[config.mk]
export PLATFORM = sky130hd
export DESIGN_NAME = pmx_port_mux
export DESIGN_NICKNAME = d
export VERILOG_FILES = /design/src/pmx_pkg.sv /design/src/pmx_pin_ctrl.sv /design/src/pmx_port_mux.sv
export SDC_FILE = /design/constraint.sdc
export NUM_CORES = 1
export LEC_CHECK = 0
export BUFFER_PORTS_ARGS = -buffer_cell sky130_fd_sc_hd__buf_2
export CORE_MARGIN = 1.5
export CORE_UTILIZATION = 40
export DETAILED_ROUTE_END_ITERATION = 7
export PLACE_DENSITY = 0.9
export SLEW_MARGIN = 20
export SYNTH_ARGS = -nofsm -noshare
export SYNTH_HDL_FRONTEND = slang
export SYNTH_SLANG_ARGS = --single-unit
[constraint.sdc]
create_clock -name ref_clk -period 1.4 [get_ports ref_clk]
set_input_delay 0.28 -clock ref_clk [delete_from_list [all_inputs] [get_ports ref_clk]]
set_output_delay 0.28 -clock ref_clk [all_outputs]
set_load 0.05 [all_outputs]
[src/pmx_pkg.sv]
// Shared constants for the port A and port B alternate-function override logic.
package pmx_pkg;

    // Pin counts and the position of each port inside the combined pin vector.
    localparam int PA_W     = 4;
    localparam int PB_W     = 8;
    localparam int NPIN     = PA_W + PB_W;
    localparam int PA_BASE  = 0;
    localparam int PB_BASE  = PA_W;

    // Port B bit positions of the alternate functions.
    localparam int PB_XTAL2 = 7;
    localparam int PB_CLKIN = 6;
    localparam int PB_SCK   = 5;
    localparam int PB_MISO  = 4;
    localparam int PB_MOSI  = 3;
    localparam int PB_SSEL  = 2;
    localparam int PB_CMPA  = 1;
    localparam int PB_CAPT  = 0;

    // Port A bit positions that carry converter inputs.
    localparam int PA_ANA7  = 1;
    localparam int PA_ANA6  = 0;

    // Converter channel numbers and first pin-change source numbers of ports A and B.
    localparam int ANALOG_CH_PA1   = 7;
    localparam int ANALOG_CH_PA0   = 6;
    localparam int PINCHG_A_FIRST  = 24;
    localparam int PINCHG_B_FIRST  = 0;

    // Clock source selection codes.
    localparam logic [1:0] CLKSRC_EXTERNAL    = 2'h0;
    localparam logic [1:0] CLKSRC_RESERVED    = 2'h1;
    localparam logic [1:0] CLKSRC_INTERNAL    = 2'h2;
    localparam logic [1:0] CLKSRC_INTERNAL_LF = 2'h3;

    // Reset values of the synchronised input and read-back registers.
    localparam logic [PA_W-1:0] PA_RST = 4'h0;
    localparam logic [PB_W-1:0] PB_RST = 8'h00;

endpackage : pmx_pkg

[src/pmx_pin_ctrl.sv]
// Generic override logic of one port pin.
`timescale 1ns/10ps
module pmx_pin_ctrl (
    // Port register bits and global controls
    input  wire logic dir_bit,
    input  wire logic out_bit,
    input  wire logic global_pullup_disable,
    input  wire logic cpu_sleep,
    // Overrides from the alternate-function owner
    input  wire logic pullup_override_en,
    input  wire logic pullup_override_val,
    input  wire logic dir_override_en,
    input  wire logic dir_override_val,
    input  wire logic value_override_en,
    input  wire logic value_override_val,
    input  wire logic din_enable_override_en,
    input  wire logic din_enable_override_val,
    // Pad side
    input  wire logic pad_in,
    output logic      pad_out,
    output logic      pad_oe_n,
    output logic      pullup_en,
    // Digital input towards the alternate functions
    output logic      pin_digital_in
);

    logic drive_en;
    logic din_en;

    always_comb begin
        if (pullup_override_en) begin
            pullup_en = pullup_override_val;
        end else begin
            pullup_en = ~dir_bit & out_bit & ~global_pullup_disable;
        end
    end

    assign drive_en = dir_override_en ? dir_override_val : dir_bit;
    assign pad_oe_n = ~drive_en;

    // The value is only seen on the pad while the driver is enabled.
    assign pad_out = value_override_en ? value_override_val : out_bit;

    // A disabled input buffer is clamped low so a floating pad draws no current.
    assign din_en = din_enable_override_en ? din_enable_override_val : ~cpu_sleep;
    assign pin_digital_in = pad_in & din_en;

endmodule : pmx_pin_ctrl

[src/pmx_port_mux.sv]
// Alternate-function override multiplexer for port A bits 3:0 and port B bits 7:0.
`timescale 1ns/10ps
module pmx_port_mux
    import pmx_pkg::*;
(
    // Clock and reset
    input  wire logic            ref_clk,
    input  wire logic            nrst,
    // Port registers and global controls
    input  wire logic [PA_W-1:0] porta_dir,
    input  wire logic [PA_W-1:0] porta_out,
    input  wire logic [PB_W-1:0] portb_dir,
    input  wire logic [PB_W-1:0] portb_out,
    input  wire logic            global_pullup_disable,
    input  wire logic            cpu_sleep,
    // Pin-change masks and group enables
    input  wire logic [PA_W-1:0] pinchg_mask_a,
    input  wire logic            pinchg_group_a_en,
    input  wire logic [PB_W-1:0] pinchg_mask_b,
    input  wire logic            pinchg_group_b_en,
    // Converter pin controls; each forces that pin's digital input on
    input  wire logic            analog7_din_disable,
    input  wire logic            analog6_din_disable,
    // Serial peripheral
    input  wire logic            serial_periph_en,
    input  wire logic            serial_master_sel,
    input  wire logic            spi_sck_out,
    input  wire logic            spi_master_out,
    input  wire logic            spi_slave_out,
    // Timer 1 compare outputs
    input  wire logic            timer1_cmp_a_en,
    input  wire logic            timer1_cmp_a_out,
    input  wire logic            timer1_cmp_b_en,
    input  wire logic            timer1_cmp_b_out,
    // Clock configuration
    input  wire logic [1:0]      clock_source_select,
    input  wire logic            pb7_clock_use,
    input  wire logic            clock_out_option,
    input  wire logic            divided_clock_out,
    // Port A pads
    input  wire logic [PA_W-1:0] porta_pad_in,
    output logic      [PA_W-1:0] porta_pad_out,
    output logic      [PA_W-1:0] porta_pad_oe_n,
    output logic      [PA_W-1:0] porta_pullup_en,
    // Port B pads
    input  wire logic [PB_W-1:0] portb_pad_in,
    output logic      [PB_W-1:0] portb_pad_out,
    output logic      [PB_W-1:0] portb_pad_oe_n,
    output logic      [PB_W-1:0] portb_pullup_en,
    // Pin-change sources
    output logic      [PA_W-1:0] pinchg_src_a,
    output logic      [PB_W-1:0] pinchg_src_b,
    // Analog paths
    output logic                 analog_ch7_in,
    output logic                 analog_ch6_in,
    // Serial peripheral inputs
    output logic                 spi_sck_in,
    output logic                 spi_master_in,
    output logic                 spi_slave_in,
    output logic                 spi_slave_select_n,
    output logic                 spi_slave_active,
    // Timer and clock inputs
    output logic                 timer1_capture_in,
    output logic                 ext_clock_in,
    output logic                 internal_osc_selected,
    // Register read-back
    output logic      [PA_W-1:0] porta_in_rd,
    output logic      [PB_W-1:0] portb_dir_rd,
    output logic      [PB_W-1:0] portb_out_rd,
    output logic      [PB_W-1:0] portb_in_rd
);

    function automatic logic is_internal_osc(input logic [1:0] sel);
        is_internal_osc = (sel == CLKSRC_INTERNAL) || (sel == CLKSRC_INTERNAL_LF);
    endfunction : is_internal_osc

    function automatic logic is_external_clock(input logic [1:0] sel);
        is_external_clock = (sel == CLKSRC_EXTERNAL);
    endfunction : is_external_clock

    logic [NPIN-1:0] pullup_override_en;
    logic [NPIN-1:0] pullup_override_val;
    logic [NPIN-1:0] dir_override_en;
    logic [NPIN-1:0] dir_override_val;
    logic [NPIN-1:0] value_override_en;
    logic [NPIN-1:0] value_override_val;
    logic [NPIN-1:0] din_enable_override_en;
    logic [NPIN-1:0] din_enable_override_val;
    logic [NPIN-1:0] pin_dir;
    logic [NPIN-1:0] pin_out;
    logic [NPIN-1:0] pad_in;
    logic [NPIN-1:0] pad_out;
    logic [NPIN-1:0] pad_oe_n;
    logic [NPIN-1:0] pullup_en;
    logic [NPIN-1:0] pin_digital_in;
    logic [NPIN-1:0] sync_meta;
    logic [NPIN-1:0] sync_pin;
    logic            spi_slave_mode;
    logic            spi_master_mode;
    logic            pb6_clock_pin;
    logic            pb7_clock_pin;
    logic [PB_W-1:0] pb_mask;
    logic [PB_W-1:0] pb_pinchg_on;
    logic [PA_W-1:0] pa_pinchg_on;

    assign spi_slave_mode        = serial_periph_en & ~serial_master_sel;
    assign spi_master_mode       = serial_periph_en & serial_master_sel;
    assign internal_osc_selected = is_internal_osc(clock_source_select);
    assign pb6_clock_pin         = is_external_clock(clock_source_select);
    assign pb7_clock_pin         = pb7_clock_use;
    assign pa_pinchg_on          = pinchg_mask_a & {PA_W{pinchg_group_a_en}};
    assign pb_pinchg_on          = pinchg_mask_b & {PB_W{pinchg_group_b_en}};

    assign pin_dir = {portb_dir, porta_dir};
    assign pin_out = {portb_out, porta_out};
    assign pad_in  = {portb_pad_in, porta_pad_in};

    // Overrides are pure decode of peripheral state, so a mode change reaches the pad
    // in the same cycle and the clock-out path keeps working while nrst is low.
    always_comb begin
        pullup_override_en      = '0;
        pullup_override_val     = '0;
        dir_override_en         = '0;
        dir_override_val        = '0;
        value_override_en       = '0;
        value_override_val      = '0;
        din_enable_override_en  = '0;
        din_enable_override_val = '1;

        // Port A never takes over pull-up, direction or value.
        din_enable_override_en[PA_BASE +: PA_W] = pa_pinchg_on;
        din_enable_override_en[PA_BASE + PA_ANA7] = pa_pinchg_on[PA_ANA7]
                                                   | analog7_din_disable;
        din_enable_override_en[PA_BASE + PA_ANA6] = pa_pinchg_on[PA_ANA6]
                                                   | analog6_din_disable;

        // Every port B pin forces its input on for pin change.
        din_enable_override_en[PB_BASE +: PB_W] = pb_pinchg_on;

        pullup_override_en[PB_BASE + PB_CLKIN]      = internal_osc_selected;
        dir_override_en[PB_BASE + PB_CLKIN]         = internal_osc_selected;
        din_enable_override_en[PB_BASE + PB_CLKIN]  = internal_osc_selected
                                                     | pb_pinchg_on[PB_CLKIN];
        din_enable_override_val[PB_BASE + PB_CLKIN] = internal_osc_selected
                                                     | pb_pinchg_on[PB_CLKIN];

        pullup_override_en[PB_BASE + PB_SCK]  = spi_slave_mode;
        pullup_override_val[PB_BASE + PB_SCK] = portb_out[PB_SCK]
                                               & ~global_pullup_disable;
        dir_override_en[PB_BASE + PB_SCK]     = spi_slave_mode;
        value_override_en[PB_BASE + PB_SCK]   = spi_master_mode;
        value_override_val[PB_BASE + PB_SCK]  = spi_sck_out;

        pullup_override_en[PB_BASE + PB_MISO]  = spi_master_mode;
        pullup_override_val[PB_BASE + PB_MISO] = portb_out[PB_MISO]
                                                & ~global_pullup_disable;
        dir_override_en[PB_BASE + PB_MISO]     = spi_master_mode;
        value_override_en[PB_BASE + PB_MISO]   = spi_slave_mode;
        value_override_val[PB_BASE + PB_MISO]  = spi_slave_out;

        pullup_override_en[PB_BASE + PB_MOSI]  = spi_slave_mode;
        pullup_override_val[PB_BASE + PB_MOSI] = portb_out[PB_MOSI]
                                                & ~global_pullup_disable;
        dir_override_en[PB_BASE + PB_MOSI]     = spi_slave_mode;
        value_override_en[PB_BASE + PB_MOSI]   = spi_master_mode;
        value_override_val[PB_BASE + PB_MOSI]  = spi_master_out;

        pullup_override_en[PB_BASE + PB_SSEL]  = spi_slave_mode;
        pullup_override_val[PB_BASE + PB_SSEL] = portb_out[PB_SSEL]
                                                & ~global_pullup_disable;
        dir_override_en[PB_BASE + PB_SSEL]     = spi_slave_mode;
        // Outside SPI slave mode direction comes from the port register, so the compare only leaves the
        // chip when software has made the pin an output.
        value_override_en[PB_BASE + PB_SSEL]   = timer1_cmp_b_en;
        value_override_val[PB_BASE + PB_SSEL]  = timer1_cmp_b_out;

        value_override_en[PB_BASE + PB_CMPA]   = timer1_cmp_a_en;
        value_override_val[PB_BASE + PB_CMPA]  = timer1_cmp_a_out;

        // Without the clock-out option bit 0 keeps plain port behaviour.
        if (clock_out_option) begin
            dir_override_en[PB_BASE + PB_CAPT]    = 1'b1;
            dir_override_val[PB_BASE + PB_CAPT]   = 1'b1;
            value_override_en[PB_BASE + PB_CAPT]  = 1'b1;
            value_override_val[PB_BASE + PB_CAPT] = divided_clock_out;
        end
    end

    for (genvar i = 0; i < NPIN; i++) begin : g_pin
        pmx_pin_ctrl u_pin (
            .dir_bit                 (pin_dir[i]),
            .out_bit                 (pin_out[i]),
            .global_pullup_disable   (global_pullup_disable),
            .cpu_sleep               (cpu_sleep),
            .pullup_override_en      (pullup_override_en[i]),
            .pullup_override_val     (pullup_override_val[i]),
            .dir_override_en         (dir_override_en[i]),
            .dir_override_val        (dir_override_val[i]),
            .value_override_en       (value_override_en[i]),
            .value_override_val      (value_override_val[i]),
            .din_enable_override_en  (din_enable_override_en[i]),
            .din_enable_override_val (din_enable_override_val[i]),
            .pad_in                  (pad_in[i]),
            .pad_out                 (pad_out[i]),
            .pad_oe_n                (pad_oe_n[i]),
            .pullup_en               (pullup_en[i]),
            .pin_digital_in          (pin_digital_in[i])
        );
    end

    assign porta_pad_out   = pad_out[PA_BASE +: PA_W];
    assign porta_pad_oe_n  = pad_oe_n[PA_BASE +: PA_W];
    assign porta_pullup_en = pullup_en[PA_BASE +: PA_W];
    assign portb_pad_out   = pad_out[PB_BASE +: PB_W];
    assign portb_pad_oe_n  = pad_oe_n[PB_BASE +: PB_W];
    assign portb_pullup_en = pullup_en[PB_BASE +: PB_W];

    // Two-stage synchroniser; only the second stage is looked at.
    always_ff @(posedge ref_clk) begin
        if (!nrst) begin
            sync_meta <= '0;
            sync_pin  <= '0;
        end else begin
            sync_meta <= pin_digital_in;
            sync_pin  <= sync_meta;
        end
    end

    assign pinchg_src_a = sync_pin[PA_BASE +: PA_W];
    assign pinchg_src_b = sync_pin[PB_BASE +: PB_W];

    // The analog path is the raw pad level, untouched by the input-enable clamp.
    assign analog_ch7_in = porta_pad_in[PA_ANA7];
    assign analog_ch6_in = porta_pad_in[PA_ANA6];

    // Peripherals sample these unsynchronised and resynchronise on their own.
    assign spi_sck_in         = pin_digital_in[PB_BASE + PB_SCK];
    assign spi_master_in      = pin_digital_in[PB_BASE + PB_MISO];
    assign spi_slave_in       = pin_digital_in[PB_BASE + PB_MOSI];
    assign spi_slave_select_n = pin_digital_in[PB_BASE + PB_SSEL];
    assign spi_slave_active   = spi_slave_mode & ~spi_slave_select_n;
    assign timer1_capture_in  = pin_digital_in[PB_BASE + PB_CAPT];
    assign ext_clock_in       = pb6_clock_pin & portb_pad_in[PB_CLKIN];

    assign pb_mask = {~pb7_clock_pin, ~pb6_clock_pin, {(PB_W-2){1'b1}}};

    always_ff @(posedge ref_clk) begin
        if (!nrst) begin
            porta_in_rd <= PA_RST;
        end else begin
            porta_in_rd <= sync_pin[PA_BASE +: PA_W];
        end
    end

    always_ff @(posedge ref_clk) begin
        if (!nrst) begin
            portb_dir_rd <= PB_RST;
            portb_out_rd <= PB_RST;
            portb_in_rd  <= PB_RST;
        end else begin
            portb_dir_rd <= portb_dir & pb_mask;
            portb_out_rd <= portb_out & pb_mask;
            portb_in_rd  <= sync_pin[PB_BASE +: PB_W] & pb_mask;
        end
    end

endmodule : pmx_port_mux

==> impl_metrics.sql <==
INSERT INTO impl_metrics (metric_group, metric, value, unit) VALUES
('finish', 'layout_commonest_cell', 'sky130_fd_sc_hd__buf_2', ''),
('detailed_routing', 'drt-wirelength-per-cell', '10.88', 'µm'),
('place', 'buffer_ports.inserted', '155', ''),
('sta', 'period_share', '0.9755', ''),
('pwr', 'leakage', '0.001522', 'µW'),
('flow_run', 'number_of_maximum_capacitance_constraint_violations', '0', ''),
('synth', 'synth_fp_nets', '292', ''),
('sta', 'setup_total_negative_slack', '0', 'ns'),
('synth', 'post_synth_main_area_contributors', 'sky130_fd_sc_hd__dfxtp_1 (49%), sky130_fd_sc_hd__buf_4 (15%), sky130_fd_sc_hd__and2_1 (12%), sky130_fd_sc_hd__nand2_1 (4.3%), sky130_fd_sc_hd__nor3b_1 (2.8%)', ''),
('die', 'initial_utilization', '0.4128', ''),
('detailed_routing', 'drt_first_pass_iters', '4', ''),
('clock_network', 'clock-root-buffer', 'sky130_fd_sc_hd__clkbuf_8', ''),
('finish', 'antenna_cells', '0', ''),
('clock_network', 'hold_buffer_count_at_cts', '0', ''),
('sta', 'max_slew.worst_pin.slew', '0.3575', 'ns'),
('synth', 'synth_sequential_area_ratio', '0.4938', ''),
('finish', 'layout.cells.most_common_list', 'sky130_fd_sc_hd__buf_2 (153), sky130_fd_sc_hd__dfxtp_1 (52), sky130_fd_sc_hd__and2_1 (41)', ''),
('detailed_routing', 'routed_via_density', '4.322', ''),
('synth', 'synthesis.instances', '222', ''),
('critical_path', 'worstSetupStartpointType', 'input pin', ''),
('outcome', 'run_status', 'complete, no violations', ''),
('global_routing', 'grt_start_max_net_pins', '32', ''),
('pwr', 'max-vdd-ir-drop', '0.5126', 'mV'),
('sta', 'setup_viol', '0', ''),
('synth', 'yosys_warnings', '0', ''),
('global_routing', 'global_route_wire_length_before_repair', '6389', 'µm'),
('global_routing', 'globalRouteOverflowTotal', '0', ''),
('synth', 'synth.distinct_cells', '23', ''),
('finish', 'final_cells', '410', ''),
('sta', 'count_of_pins_over_their_slew_limit', '0', ''),
('place', 'hpwlAfterDp', '3701', 'µm'),
('finish', 'drive_above_1_share', '0.5265', ''),
('global_routing', 'grt_usage', '0.1464', ''),
('hold_path', 'holdCritPathClass', 'in -> reg', ''),
('global_routing', 'met2_usage', '0.2739', ''),
('sta', 'finalHoldViolCount', '0', ''),
('detailed_routing', 'num_vias', '1772', ''),
('critical_path', 'category_of_the_worst_setup_path_capture_point', 'primary output', ''),
('clock_network', 'htree_levels', '2', ''),
('critical_path', 'critPathArrivalTime', '1.09', 'ns'),
('detailed_routing', 'first_iter_violations', '38', ''),
('finish', 'nets', '409', ''),
('global_routing', 'grt_pass1_vias', '1555', ''),
('clock_network', 'insertion_delay_to_the_later_sink_of_the_worst_skew_pair', '0.29', 'ns'),
('global_routing', 'grt.met1_usage', '0.1649', ''),
('clock_network', 'number_of_buffers_inserted_during_clock_tree_synthesis', '5', ''),
('synth', 'synth_area_leader_cell', 'sky130_fd_sc_hd__dfxtp_1', ''),
('die', 'fp.coreArea', '5107', 'µm²'),
('clock_network', 'cts_tree', 'built', ''),
('place', 'placedInstanceArea', '2675', 'µm²'),
('global_routing', 'gr-max-usage-layer', 'met2', ''),
('synth', 'yosys_register_bits', '52', ''),
('place', 'post-place-cells', '402', ''),
('sta', 'fin_worst_skew', '0.006256', 'ns'),
('sta', 'final_period_minus_worst_setup_slack', '1.366', 'ns'),
('detailed_routing', 'antenna_left', '0', ''),
('die', 'fp.dieArea', '5715', 'µm²'),
('critical_path', 'cp_max_fo', '8', ''),
('detailed_routing', 'post-route-drc-count', '0', ''),
('die', 'die_height', '75.60', 'µm'),
('sta', 'maxSlewHeadroom', '0.7595', ''),
('global_routing', 'grt.met3_usage', '0.03175', ''),
('clock_network', 'clock_sinks', '52', ''),
('sta', 'grt_setup_unrepaired', 'no', ''),
('place', 'place_congestion', '0.7415', ''),
('detailed_routing', 'finalWirelength', '4460', 'µm'),
('clock_network', 'clock_tree.buffer_depth', '2', ''),
('clock_network', 'cts.reportedPaths.clkPinSlew', '0.09', 'ns'),
('die', 'ios', '156', ''),
('sta', 'maxClockFrequency', '732.2', 'MHz'),
('die', 'die_width', '75.60', 'µm'),
('pwr', 'power.density', '1194', 'nW/µm²'),
('synth', 'synth_area_per_cell', '9.497', 'µm²'),
('finish', 'final_cell_area', '2794', 'µm²'),
('finish', 'synthesis_to_layout_area_growth', '32.52', '%'),
('synth', 'synthesized_cell_area', '2108', 'µm²'),
('global_routing', 'antenna_found_initial', '0', ''),
('synth', 'post-synth-top-area-fraction', '0.4938', ''),
('critical_path', 'required', '1.12', 'ns'),
('die', 'std_cell_rows', '26', ''),
('critical_path', 'critPathKind', 'in -> out', '');
[final timing paths]
kind              slack (ns)              start                to  cells past startpoint
setup / recovery        0.03  serial_master_sel  portb_pad_out[4]                      4
hold / removal          0.21    portb_pad_in[0]      sync_meta[4]                      3
setup reg to reg        0.83        sync_pin[1]    porta_in_rd[1]                      1
hold reg to reg         0.43       sync_meta[5]       sync_pin[5]                      1
[layer usage]
layer | wire (µm) | vias to the layer above | share of wire
met5 | 0 | - | 0
met4 | 34 | 0 | 0.0076
met3 | 281 | 6 | 0.063
met2 | 2356 | 80 | 0.53
met1 | 1787 | 798 | 0.40
li1 | - | 888 | -
[metrics by stage]
step	utilization	hold slack (ns)	power, µW	setup slack [ns]
floorplan	-	0.3938	2235	0.006113
global placement	0.5238	0.4156	2389	0.05280
detailed placement	0.5238	0.4199	2400	0.02643
CTS	0.5456	0.1951	3382	0.02482
global route	0.5470	0.1940	3508	0.0001203
finish	0.5470	0.2067	3337	0.03433
[synthesized netlist by cell type]
| cell | n |
|---|---|
| sky130_fd_sc_hd__nor4b_1 | 1 |
| sky130_fd_sc_hd__clkbuf_1 | 3 |
| sky130_fd_sc_hd__o21a_1 | 1 |
| sky130_fd_sc_hd__nand2b_1 | 4 |
| sky130_fd_sc_hd__and2_1 | 41 |
| sky130_fd_sc_hd__clkbuf_2 | 1 |
| sky130_fd_sc_hd__inv_1 | 9 |
| sky130_fd_sc_hd__nor2b_1 | 5 |
| sky130_fd_sc_hd__dfxtp_1 | 52 |
| sky130_fd_sc_hd__buf_2 | 1 |
| sky130_fd_sc_hd__a21bo_2 | 1 |
| sky130_fd_sc_hd__nand2_1 | 24 |
| sky130_fd_sc_hd__a21boi_0 | 4 |
| sky130_fd_sc_hd__nor3b_1 | 8 |
| sky130_fd_sc_hd__buf_6 | 1 |
| sky130_fd_sc_hd__mux2_4 | 1 |
| sky130_fd_sc_hd__and3_1 | 1 |
| sky130_fd_sc_hd__buf_4 | 41 |
| sky130_fd_sc_hd__a21oi_1 | 9 |
| sky130_fd_sc_hd__mux2_2 | 5 |
| sky130_fd_sc_hd__nand2b_4 | 1 |
| sky130_fd_sc_hd__a31oi_1 | 3 |
| sky130_fd_sc_hd__nor2_1 | 5 |
[layout make-up]
cell class                 count  area [µm²]
tap                           70       87.58
sequential                    52        1041
clock inverter                 3       42.54
multi-input combinational    114       711.9
timing repair buffer         157       808.3
fill                         474        2313
inverter                       9       33.78
clock buffer                   5       68.82
[logic make-up after synthesis]
kind of cell,after synthesis,share of synthesized area
and+or+nand+nor,90,0.2421
muxes,6,0.03382
DFF,52,0.4938
AOI/OAI and AO/OA,18,0.05282
buffers and inverters,56,0.1774
[critical path, cell delays in order]
cell                       delay, ns
sky130_fd_sc_hd__buf_2          0.11
sky130_fd_sc_hd__nand2b_4       0.18
sky130_fd_sc_hd__mux2_4         0.30
sky130_fd_sc_hd__buf_2          0.21
[power breakdown]
part / total [µW] / leakage (µW) / internal, µW / switching, µW
clock network: 975 / 0.0000541 / 529 / 446
registers: 1550 / 0.000427 / 1540 / 15.2
logic: 809 / 0.00104 / 229 / 580
[state kept, by name (all words and copies together) (netlist names)]
| name | flops |
|---|---|
| portb_dir_rd | 8 |
| portb_in_rd | 8 |
| porta_in_rd | 4 |
| portb_out_rd | 8 |
| sync_pin | 12 |
| sync_meta | 12 |
[repair_timing]
| action | in CTS | in global routing |
|---|---|---|
| buffers inserted | 0 | 0 |
| gates resized for setup | 0 | 4 |
| endpoints found under the setup margin | 0 | 3 |
(Power assumes the default switching activity.)
